### config.mk
export PLATFORM = sky130hd
export DESIGN_NAME = tirq_reg_bank
export DESIGN_NICKNAME = d
export VERILOG_FILES = /design/src/tirq_flag_bit.v /design/src/tirq_pin_mux.v /design/src/tirq_reg_bank.v
export VERILOG_INCLUDE_DIRS = /design/src /design/src/inc
export SDC_FILE = /design/constraint.sdc
export NUM_CORES = 1
export LEC_CHECK = 0
export BUFFER_PORTS_ARGS = -buffer_cell sky130_fd_sc_hd__buf_4
export CORE_ASPECT_RATIO = 2
export CORE_MARGIN = 3
export CORE_UTILIZATION = 35
export DETAILED_ROUTE_END_ITERATION = 12
export PLACE_DENSITY = 0.73
export SYNTH_ARGS = -nofsm -noshare
export SYNTH_HDL_FRONTEND = slang
export SYNTH_SLANG_ARGS = --single-unit
### constraint.sdc
create_clock -name mclk_i -period 1.75 [get_ports mclk_i]
set_input_delay 0.35 -clock mclk_i [delete_from_list [all_inputs] [get_ports mclk_i]]
set_output_delay 0.35 -clock mclk_i [all_outputs]
set_load 0.01 [all_outputs]
### src/inc/tirq_regs.vh
// Register map, field layout and reset values of the two-wire register bank
`ifndef TIRQ_REGS_VH
`define TIRQ_REGS_VH

`define TIRQ_ADDR_W 8
`define TIRQ_OFF_FLAG_SET 8'h38
`define TIRQ_OFF_FLAG_CLR 8'h3C
`define TIRQ_OFF_INTR_EN 8'h40
`define TIRQ_OFF_PIN_EN 8'h44
`define TIRQ_OFF_PIN_LOC 8'h48
`define TIRQ_OFF_FLAG_RAW 8'h34

`define TIRQ_NFLAG 19
`define TIRQ_FLAG_ALL 19'h7FFFF
`define TIRQ_FLAG_CLR_MASK 19'h7FFCF
`define TIRQ_FLAG_START 0
`define TIRQ_FLAG_RESET 19'h00010
`define TIRQ_EN_RESET 19'h00000

`define TIRQ_PEN_DATA 0
`define TIRQ_PEN_CLK 1
`define TIRQ_PEN_RESET 2'h0

`define TIRQ_LOC_W 6
`define TIRQ_LOC_DATA_LSB 0
`define TIRQ_LOC_DATA_MSB 5
`define TIRQ_LOC_CLK_LSB 8
`define TIRQ_LOC_CLK_MSB 13
`define TIRQ_LOC_RESET 6'h00

`endif

### src/tirq_flag_bit.v
// One interrupt flag: hardware set, software set, clear
`timescale 1ns/1ps
module tirq_flag_bit #(
   parameter RESET_VAL = 1'b0
) (
   input wire mclk_i,
   input wire rst_n_i,
   input wire hw_set_i,
   input wire sw_set_i,
   input wire clr_i,
   output wire flag_o
);
   reg flag_q;
   reg flag_d;

   // Set wins over clear so no event is lost
   always @* begin
      flag_d = flag_q;
      if (clr_i) begin
         flag_d = 1'b0;
      end
      if (hw_set_i | sw_set_i) begin
         flag_d = 1'b1;
      end
   end

   always @(posedge mclk_i or negedge rst_n_i) begin
      if (!rst_n_i) begin
         flag_q <= RESET_VAL;
      end else begin
         flag_q <= flag_d;
      end
   end

   assign flag_o = flag_q;
endmodule

### src/tirq_pin_mux.v
// Routes one controller line to one of eight pin locations
`timescale 1ns/1ps
module tirq_pin_mux (
   input wire enable_i,
   input wire [5:0] loc_i,
   input wire line_out_i,
   input wire line_oe_i,
   input wire [7:0] pin_in_i,
   output wire [7:0] pin_out_o,
   output wire [7:0] pin_oe_o,
   output wire line_in_o
);
   genvar g;
   generate
      for (g = 0; g < 8; g = g + 1) begin : g_loc
         wire sel;
         assign sel = enable_i & (loc_i == g);
         assign pin_out_o[g] = sel & line_out_i;
         assign pin_oe_o[g] = sel & line_oe_i;
      end
   endgenerate

   // Disconnected or unused location reads as released (high) line
   assign line_in_o = (enable_i && (loc_i < 6'h08)) ? pin_in_i[loc_i[2:0]] : 1'b1;
endmodule

### src/tirq_reg_bank.v
// Flag, enable and pin routing registers of the two-wire bus controller
// ********************************************************************
// ********************************************************************
`timescale 1ns/1ps
`include "tirq_regs.vh"
module tirq_reg_bank (
   input wire mclk_i,
   input wire rst_n_i,
   input wire [7:0] addr_i,
   input wire [31:0] wdata_i,
   input wire wr_i,
   input wire rd_i,
   output wire [31:0] rdata_o,
   input wire read_clear_en_i,
   input wire [18:0] hw_set_i,
   input wire [18:0] hw_clr_i,
   output wire [18:0] flags_o,
   output wire irq_o,
   input wire data_line_out_i,
   input wire data_line_oe_i,
   input wire clock_line_out_i,
   input wire clock_line_oe_i,
   output wire data_line_in_o,
   output wire clock_line_in_o,
   input wire [7:0] data_pin_in_i,
   output wire [7:0] data_pin_out_o,
   output wire [7:0] data_pin_oe_o,
   input wire [7:0] clock_pin_in_i,
   output wire [7:0] clock_pin_out_o,
   output wire [7:0] clock_pin_oe_o
);
   // ****************************************************************
   // Decode
   // ****************************************************************
   wire wr_set;
   wire wr_clr;
   wire wr_en;
   wire wr_pen;
   wire wr_loc;
   wire rd_clr;
   assign wr_set = wr_i && (addr_i == `TIRQ_OFF_FLAG_SET);
   assign wr_clr = wr_i && (addr_i == `TIRQ_OFF_FLAG_CLR);
   assign wr_en = wr_i && (addr_i == `TIRQ_OFF_INTR_EN);
   assign wr_pen = wr_i && (addr_i == `TIRQ_OFF_PIN_EN);
   assign wr_loc = wr_i && (addr_i == `TIRQ_OFF_PIN_LOC);
   assign rd_clr = rd_i && (addr_i == `TIRQ_OFF_FLAG_CLR);

   // ****************************************************************
   // Flags
   // ****************************************************************
   wire [18:0] flag;
   wire [18:0] sw_set;
   wire [18:0] sw_clr;
   // Named copy so each flag can pick its own reset bit at the right width
   localparam [18:0] FLAG_RST = `TIRQ_FLAG_RESET;
   // Only start flag is software-settable here; rest of set register lives elsewhere
   assign sw_set = wr_set ? {18'h00000, wdata_i[`TIRQ_FLAG_START]} : 19'h00000;
   // Reserved bits of the written word are ignored
   assign sw_clr = (wr_clr ? (wdata_i[18:0] & `TIRQ_FLAG_CLR_MASK) : 19'h00000)
                 | (rd_clr && read_clear_en_i ? flag : 19'h00000)
                 | hw_clr_i;

   genvar g;
   generate
      for (g = 0; g < `TIRQ_NFLAG; g = g + 1) begin : g_flag
         tirq_flag_bit #(
            .RESET_VAL(FLAG_RST[g])
         ) u_flag (
            .mclk_i(mclk_i),
            .rst_n_i(rst_n_i),
            .hw_set_i(hw_set_i[g]),
            .sw_set_i(sw_set[g]),
            .clr_i(sw_clr[g]),
            .flag_o(flag[g])
         );
      end
   endgenerate
   assign flags_o = flag;

   // ****************************************************************
   // Enable and routing registers
   // ****************************************************************
   reg [18:0] en_q;
   reg [1:0] pen_q;
   reg [5:0] loc_data_q;
   reg [5:0] loc_clk_q;
   always @(posedge mclk_i or negedge rst_n_i) begin
      if (!rst_n_i) begin
         en_q <= `TIRQ_EN_RESET;
         pen_q <= `TIRQ_PEN_RESET;
         loc_data_q <= `TIRQ_LOC_RESET;
         loc_clk_q <= `TIRQ_LOC_RESET;
      end else begin
         if (wr_en) begin
            en_q <= wdata_i[18:0];
         end
         if (wr_pen) begin
            pen_q <= wdata_i[1:0];
         end
         if (wr_loc) begin
            loc_data_q <= wdata_i[`TIRQ_LOC_DATA_MSB:`TIRQ_LOC_DATA_LSB];
            loc_clk_q <= wdata_i[`TIRQ_LOC_CLK_MSB:`TIRQ_LOC_CLK_LSB];
         end
      end
   end

   assign irq_o = |(flag & en_q);

   // ****************************************************************
   // Read data, one cycle after the strobe
   // ****************************************************************
   reg [31:0] rdata_q;
   reg [31:0] rdata_d;
   always @* begin
      rdata_d = 32'h00000000;
      if (rd_i) begin
         case (addr_i)
            `TIRQ_OFF_FLAG_RAW: rdata_d = {13'h0000, flag};
            // Clear register reads flags only in read-clear mode; else zero
            `TIRQ_OFF_FLAG_CLR: rdata_d = read_clear_en_i ? {13'h0000, flag} : 32'h00000000;
            `TIRQ_OFF_INTR_EN: rdata_d = {13'h0000, en_q};
            `TIRQ_OFF_PIN_EN: rdata_d = {30'h00000000, pen_q};
            `TIRQ_OFF_PIN_LOC: rdata_d = {18'h00000, loc_clk_q, 2'h0, loc_data_q};
            default: rdata_d = 32'h00000000;
         endcase
      end
   end
   always @(posedge mclk_i or negedge rst_n_i) begin
      if (!rst_n_i) begin
         rdata_q <= 32'h00000000;
      end else begin
         rdata_q <= rdata_d;
      end
   end
   assign rdata_o = rdata_q;

   // ****************************************************************
   // Pin routing
   // ****************************************************************
   tirq_pin_mux u_data_mux (
      .enable_i(pen_q[`TIRQ_PEN_DATA]),
      .loc_i(loc_data_q),
      .line_out_i(data_line_out_i),
      .line_oe_i(data_line_oe_i),
      .pin_in_i(data_pin_in_i),
      .pin_out_o(data_pin_out_o),
      .pin_oe_o(data_pin_oe_o),
      .line_in_o(data_line_in_o)
   );
   tirq_pin_mux u_clock_mux (
      .enable_i(pen_q[`TIRQ_PEN_CLK]),
      .loc_i(loc_clk_q),
      .line_out_i(clock_line_out_i),
      .line_oe_i(clock_line_oe_i),
      .pin_in_i(clock_pin_in_i),
      .pin_out_o(clock_pin_out_o),
      .pin_oe_o(clock_pin_oe_o),
      .line_in_o(clock_line_in_o)
   );
endmodule
==> results of run 1 <==
per-layer routing:
metal	part of all wire	vias up	GRT usage
met2	0.58	120	0.359
met4	0.034	0	0.0935
met5	0	-	0
li1	-	1582	-
met1	0.33	1693	0.202
met3	0.052	23	0.0358
final timing paths:
| check | start | to | slack [ps] |
|---|---|---|---|
| max | loc_clk_q[5] | clock_pin_oe_o[4] | -310 |
| min | hw_set_i[14] | g_flag[14].u_flag.flag_o | 200 |
| max reg2reg | loc_clk_q[5] | rdata_o[13] | 470 |
| min reg2reg | en_q[12] | en_q[12] | 510 |
| max in group asynchronous | rst_n_i | g_flag[17].u_flag.flag_o | 680 |
| min in group asynchronous | rst_n_i | rdata_o[11] | 520 |
registers in the layout, summed over array words and instances (netlist names):
| name | cells |
|---|---|
| en_q | 19 |
| loc_clk_q | 6 |
| rdata_o | 19 |
| loc_data_q | 6 |
| pen_q | 2 |
| g_flag.u_flag.flag_o | 19 |
layout make-up:
| class | count | area [sq um] | share of cell area |
|---|---|---|---|
| inverters | 19 | 71.3 | 0.0122 |
| clock inverters | 3 | 17.5 | 0.00300 |
| well taps | 137 | 171 | 0.0293 |
| multi-input cells | 227 | 1880 | 0.322 |
| repair buffers | 205 | 1650 | 0.283 |
| clock buffers | 12 | 267 | 0.0456 |
| flip-flops and latches | 71 | 1780 | 0.305 |
cells in the final DEF (no fill, tap or decap), drive strengths merged:
cell type	n
buf	204
dfrtp	70
nor2	45
mux2	43
a22oi	27
nand2	26
inv	19
a41o	16
conb	13
nor3	13
clkbuf	12
nand3	5
mux2i	4
nand2b	4
mux4	4
nand3b	3
nor2b	3
nor4	3
a211o	2
o2bb2ai	2
a31o	2
clkinv	2
nand4	2
nor4b	2
nand4b	1
or3b	1
a21o	1
or3	1
a222oi	1
and3b	1
and3	1
nor3b	1
clkinvlp	1
dfstp	1
dlygate4sd3	1
metrics by stage:
stage / hold WS (ps) / util / worst slack [ps]
after floorplan: 54.4 / - / -118
after global placement: 323 / 0.499 / -213
after detailed placement: 328 / 0.499 / -244
after CTS: 195 / 0.542 / -338
after global routing: 205 / 0.550 / -420
final: 205 / 0.550 / -308
cells by family after synthesis:
family | Yosys count
AND/OR/NAND/NOR | 112
flip-flops | 71
buffers and inverters | 68
AO/OA/AOI/OAI | 51
multiplexers | 51
other | 1
timing repair:
action / CTS / global route
pin swaps: 25 / 13
gates resized for setup: 28 / 14
setup endpoints to repair: 35 / 35
hold buffers: 1 / 0
setup buffers: 6 / 4
hold endpoints to repair: 32 / 0
power breakdown:
group          total [mW]  switching (mW)  internal, mW
Sequential           1.79          0.0754          1.71
Combinational       0.628           0.267         0.361
Clock                1.70           0.643          1.06
Total                4.12           0.986          3.13
cell usage after synthesis, drive strengths merged (2+ instances only):
| library cell | number | share of area |
|---|---|---|
| mux2i | 4 | 0.010 |
| nand3b | 3 | 0.0059 |
| nor2b | 3 | 0.0049 |
| nand2b | 4 | 0.0065 |
| nor2 | 45 | 0.044 |
| dfrtp | 70 | 0.46 |
| nand4 | 2 | 0.0072 |
| clkbuf | 5 | 0.0049 |
| nor4b | 2 | 0.0046 |
| a41o | 16 | 0.042 |
| nand3 | 5 | 0.0065 |
| nor3 | 13 | 0.024 |
| nand2 | 26 | 0.025 |
| mux2 | 43 | 0.13 |
| a22oi | 27 | 0.053 |
| buf | 44 | 0.085 |
| a31o | 2 | 0.0046 |
| inv | 19 | 0.019 |
| a211o | 2 | 0.0046 |
| mux4 | 4 | 0.023 |
| nor4 | 3 | 0.010 |
| o2bb2ai | 2 | 0.0046 |
worst register-to-register path, cell delays in order, from the launching register on:
cell and delay [ps]:
dfrtp_1 400, buf_4 140, buf_4 120, mux2_2 260
a22oi_1 190, nor2_1 60
==> run_results.csv, run 1 <==
group,metric,value,unit
critical_path,cp_top_family,"simple AND/OR/NAND/NOR gates",
synth,ys_types,41,
placement,placed_cell_area,0.00530,sq mm
global_routing,grt_max_degree,39,
placement,dp_cells,648,
floorplanning,die-area,0.0123,sq mm
finish,final_cell_area,0.00584,sq mm
timing,post-route-worst-setup-slack,-308,ps
timing,slew_viol_final,0,
hold_path,min_path_type,"primary input to flop",
critical_path,crit_slowest_cell,"dfrtp_1",
floorplanning,die_y,154,um
routing,vias_per_cell,5.07,
timing,fin_crit_sh,1.18,
synth,synth_flop_cell,"dfrtp_1",
timing,hold_viol,0,
global_routing,antenna_found_initial,0,
routing,drt_pass1_iterations,5,
finish,n_antenna_cell,0,
critical_path,crit_required,1400,ps
timing,setup_viol,35,
clocking,cts_buffer_depth,2,
critical_path,path_common_cell,"buf_4",
pwr,finalPower,4.12,mW
critical_path,path_depth,6,
synth,synthCells,354,
clocking,cts.sinks,71,
global_routing,grt_first_pass_wirelength,18300,um
synth,ys_seq_area_frac,0.463,
finish,num-fill-cells,896,
pwr,ir_drop,501,uV
routing,routedWlPerCell,17.5,um
floorplanning,rows,53,
pwr,p_leak,2.85,nW
routing,drt_iter0_drc,180,
synth,synth_top_family_by_area,"multiplexers",
global_routing,grtUsageTotal,0.194,
finish,drive_above_1_share,0.555,
critical_path,path_cells,"nor4b_2 -> buf_4 -> buf_6 -> nand3_4 -> nor3_2 -> buf_4",
synth,synth_compound_area_frac,0.113,
routing,drc,0,
timing,rsz0062_at_grt,"true",
critical_path,crit_type,"flop to primary output",
timing,finalCriticalPeriod,2060,ps
synth,synthXorXnorAreaFrac,0,
status,violations,"negative setup slack",
synth,muxShareOfSynthArea,0.160,
status,outcome,"finished with violations",
clocking,cts-buffers-inserted,9,
timing,fmax,486,MHz
timing,tns,-8590,ps
clocking,clockRootBuffer,"clkbuf_16",
floorplanning,core_area,0.0106,sq mm
synth,synthAdderAreaFrac,0,
routing,drtAntennaViolNets,0,
placement,io_buffer_count,162,
routing,routed_wl,11800,um
floorplanning,start_util,0.362,
clocking,cts_tree,"built",
timing,finClkSkew,5.15,ps
critical_path,end_kind,"primary output",
critical_path,cpPeakStageDelay,400,ps
critical_path,cp_num_buf_inv,3,
critical_path,r2r_cells,5,
critical_path,path_max_fanout,5,
hold_path,hold_path_depth,2,
critical_path,start_kind,"flop",
clocking,clk_latency,330,ps
synth,syn-cell-area,0.00384,sq mm
synth,synth_simple_gate_area_frac,0.154,
clocking,cts_max_level,3,
critical_path,critPathArrivalTime,1710,ps
synth,synth_edf_count,0,
synth,syn_area_per_cell,10.8,sq um
routing,num_vias,3418,
finish,nNetsFinal,636,
clocking,clkTransAtPathRegs,50,ps
synth,async_reset_ff_frac,1.00,
global_routing,grt_pass1_vias,3481,
global_routing,grt_overflow,0,
floorplanning,io_pins,189,
synth,yosysWarnings,0,
placement,dp.final_hpwl,8990,um
finish,instances_no_fill,674,
synth,ys_ff_latch,71,
placement,gp_congestion,0.855,
floorplanning,die_width,80.0,um
flow_run,cap_violations,0,
finish,area_growth,52.2,%
pwr,p_per_area,705,mW/mm^2
(Power assumes the default switching activity.)
==> run 2: changes to the inputs <==
--- a/config.mk
+++ b/config.mk
@@ -9,9 +9,9 @@
 export BUFFER_PORTS_ARGS = -buffer_cell sky130_fd_sc_hd__buf_4
 export CORE_ASPECT_RATIO = 2
 export CORE_MARGIN = 3
-export CORE_UTILIZATION = 35
+export CORE_UTILIZATION = 42
 export DETAILED_ROUTE_END_ITERATION = 12
-export PLACE_DENSITY = 0.73
+export PLACE_DENSITY = 0.84
 export SYNTH_ARGS = -nofsm -noshare
 export SYNTH_HDL_FRONTEND = slang
 export SYNTH_SLANG_ARGS = --single-unit
==> run 2 against run 1 <==
The run still ends with negative setup slack left; clock power shrank 7%; largest power group unchanged; setup slack gained 40 ps; combinational power grew 2%; routed wire length grew 7.5%; largest cell class unchanged.
==> run_results.csv, run 2 (same netlist as run 1, synthesis figures left out) <==
group,metric,value,unit
status,outcome,"finished with violations",
status,violations,"negative setup slack",
routing,drt_pass1_iterations,4,
critical_path,crit_required,1400,ps
finish,final_cell_area,0.00578,sq mm
floorplanning,die-area,0.0104,sq mm
global_routing,grtUsageMet1,0.240,
finish,n_antenna_cell,0,
critical_path,path_max_fanout,5,
routing,vias_per_cell,5.48,
clocking,cts.sinks,71,
timing,fin_crit_sh,1.15,
clocking,cts-buffers-inserted,9,
placement,placed_cell_area,0.00522,sq mm
critical_path,worstSetupEndpoint,"clock_pin_oe_o[2]",
placement,dp.final_hpwl,9260,um
timing,finalCriticalPeriod,2020,ps
critical_path,worstSetupStartpoint,"loc_clk_q[5]",
pwr,combPwrFrac,0.159,
pwr,p_seq_frac,0.447,
critical_path,r2r_cells,4,
placement,pre_cts_slack,-291,ps
floorplanning,core_area,0.00877,sq mm
routing,drc,0,
critical_path,start_kind,"flop",
placement,gp_congestion,0.860,
pwr,p_switching,0.974,mW
global_routing,globalRouteMet2Util,0.444,
timing,fmax,496,MHz
critical_path,path_cells,"nor4b_2 -> buf_4 -> nand3b_1 -> nor2_1 -> buf_4",
clocking,cts_tree,"built",
placement,io_buffer_count,162,
clocking,clockRootBuffer,"clkbuf_16",
hold_path,hold_path_depth,2,
routing,drtAntennaViolNets,0,
pwr,p_per_area,693,mW/mm^2
critical_path,crit_type,"flop to primary output",
timing,finClkSkew,3.62,ps
routing,routed_wl,12700,um
global_routing,busiest_layer,"met2",
pwr,ir_drop,584,uV
critical_path,path_common_cell,"buf_4",
clocking,cts_buffer_depth,2,
pwr,p_leak,2.85,nW
finish,area_growth,50.6,%
global_routing,grt_max_degree,33,
pwr,intPower,3.03,mW
finish,layout.cells.most_common_list,"199 x buf_4, 68 x dfrtp_1, 33 x nor2_1",
global_routing,antenna_found_initial,0,
critical_path,end_kind,"primary output",
floorplanning,start_util,0.438,
global_routing,grt_overflow,0,
routing,routedWlPerCell,19.7,um
timing,slew_viol_final,0,
pwr,clockPowerShare,0.394,
timing,post-route-worst-setup-slack,-268,ps
clocking,clkTransAtPathRegs,50,ps
critical_path,crit_slowest_cell,"dfrtp_1",
timing,rsz0062_at_grt,"true",
clocking,cts_max_level,3,
finish,nNetsFinal,640,
finish,layout_commonest_cell,"buf_4",
routing,drt_iter0_drc,265,
timing,hold_viol,0,
timing,setup_viol,35,
global_routing,grt_first_pass_wirelength,18900,um
clocking,clk_latency,320,ps
global_routing,grt_pass1_vias,3801,
finish,drive_above_1_share,0.557,
routing,num_vias,3517,
critical_path,cpPeakStageDelay,390,ps
global_routing,grtUsageTotal,0.238,
pwr,switching_share,0.243,
critical_path,r2r_setup_slack,500,ps
critical_path,critPathArrivalTime,1670,ps
global_routing,grt_util_met3,0.0385,
hold_path,min_path_type,"primary input to flop",
floorplanning,io_pins,189,
critical_path,r2r-end,"rdata_o[9]",
floorplanning,rows,48,
floorplanning,die_y,141,um
critical_path,r2r-start,"loc_clk_q[1]",
floorplanning,die_width,73.6,um
flow_run,cap_violations,0,
[run 2: cell types whose count changed in the layout (fill, tap and decap cells not counted), sizes merged]
cell	delta
buf	+4
clkbuf	+2
clkinvlp	-1
[run 2: per-layer routing]
metal | share of wire | up-vias
li1 | - | 1582
met1 | 0.31 | 1757
met2 | 0.59 | 147
met3 | 0.063 | 31
met4 | 0.034 | 0
met5 | 0 | -
[run 2: timing repair]
action                                 in CTS  in global routing
hold buffers                                1                  0
endpoints found under the hold margin      19                  0
resized for setup                          24                 25
pin swaps                                  24                 13
buffers inserted                            8                  4
setup endpoints to repair                  35                 39
[run 2: layout make-up]
cell class                 count  area [sq um]
inverter                      19          71.3
multi-input combinational    227          1920
clock buffer                  14           244
tap                          100           125
sequential                    71          1780
clock inverter                 2          10.0
fill                         658          2990
timing repair buffer         209          1630
[run 2: how the worst min path moves through the flow]
stage                      from                  endpoint  slack (ps)
finish              hw_set_i[9]   g_flag[9].u_flag.flag_o         210
global placement        rst_n_i  g_flag[17].u_flag.flag_o         260
CTS                 hw_set_i[9]   g_flag[9].u_flag.flag_o         200
global route        hw_set_i[3]   g_flag[3].u_flag.flag_o         210
floorplan               rst_n_i                   en_q[0]          50
detailed placement      rst_n_i  g_flag[17].u_flag.flag_o         260
[run 2: power by group through the flow]
| stage | registers [mW] | clock network [mW] | logic, mW |
|---|---|---|---|
| final | 1.79 | 1.58 | 0.638 |
| after global routing | 1.80 | 1.68 | 0.687 |
| after CTS | 1.79 | 1.59 | 0.613 |
| after detailed placement | 1.81 | 0 | 0.574 |
| after global placement | 1.81 | 0 | 0.556 |
| after floorplan | 1.78 | 0 | 0.294 |
[run 2: worst max-delay path: cells and delay by family, from the launching register on]
kind	cells	cell delay, ps
simple gates	3	620
flops	1	390
buf+inv	2	330
[run 2: through the flow]
step           TNS [ps]  cells  total power [mW]   util  hold slack (ps)
3_5_place_dp     -13820    613              2.38  0.595              261
6_report          -7380    642              4.00  0.659              210
3_3_place_gp     -11940    613              2.36  0.595              259
4_1_cts           -6620    638              3.99  0.644              203
2_1_floorplan     -1560    366              2.08      -             54.4
5_1_grt          -10370    642              4.16  0.659              207
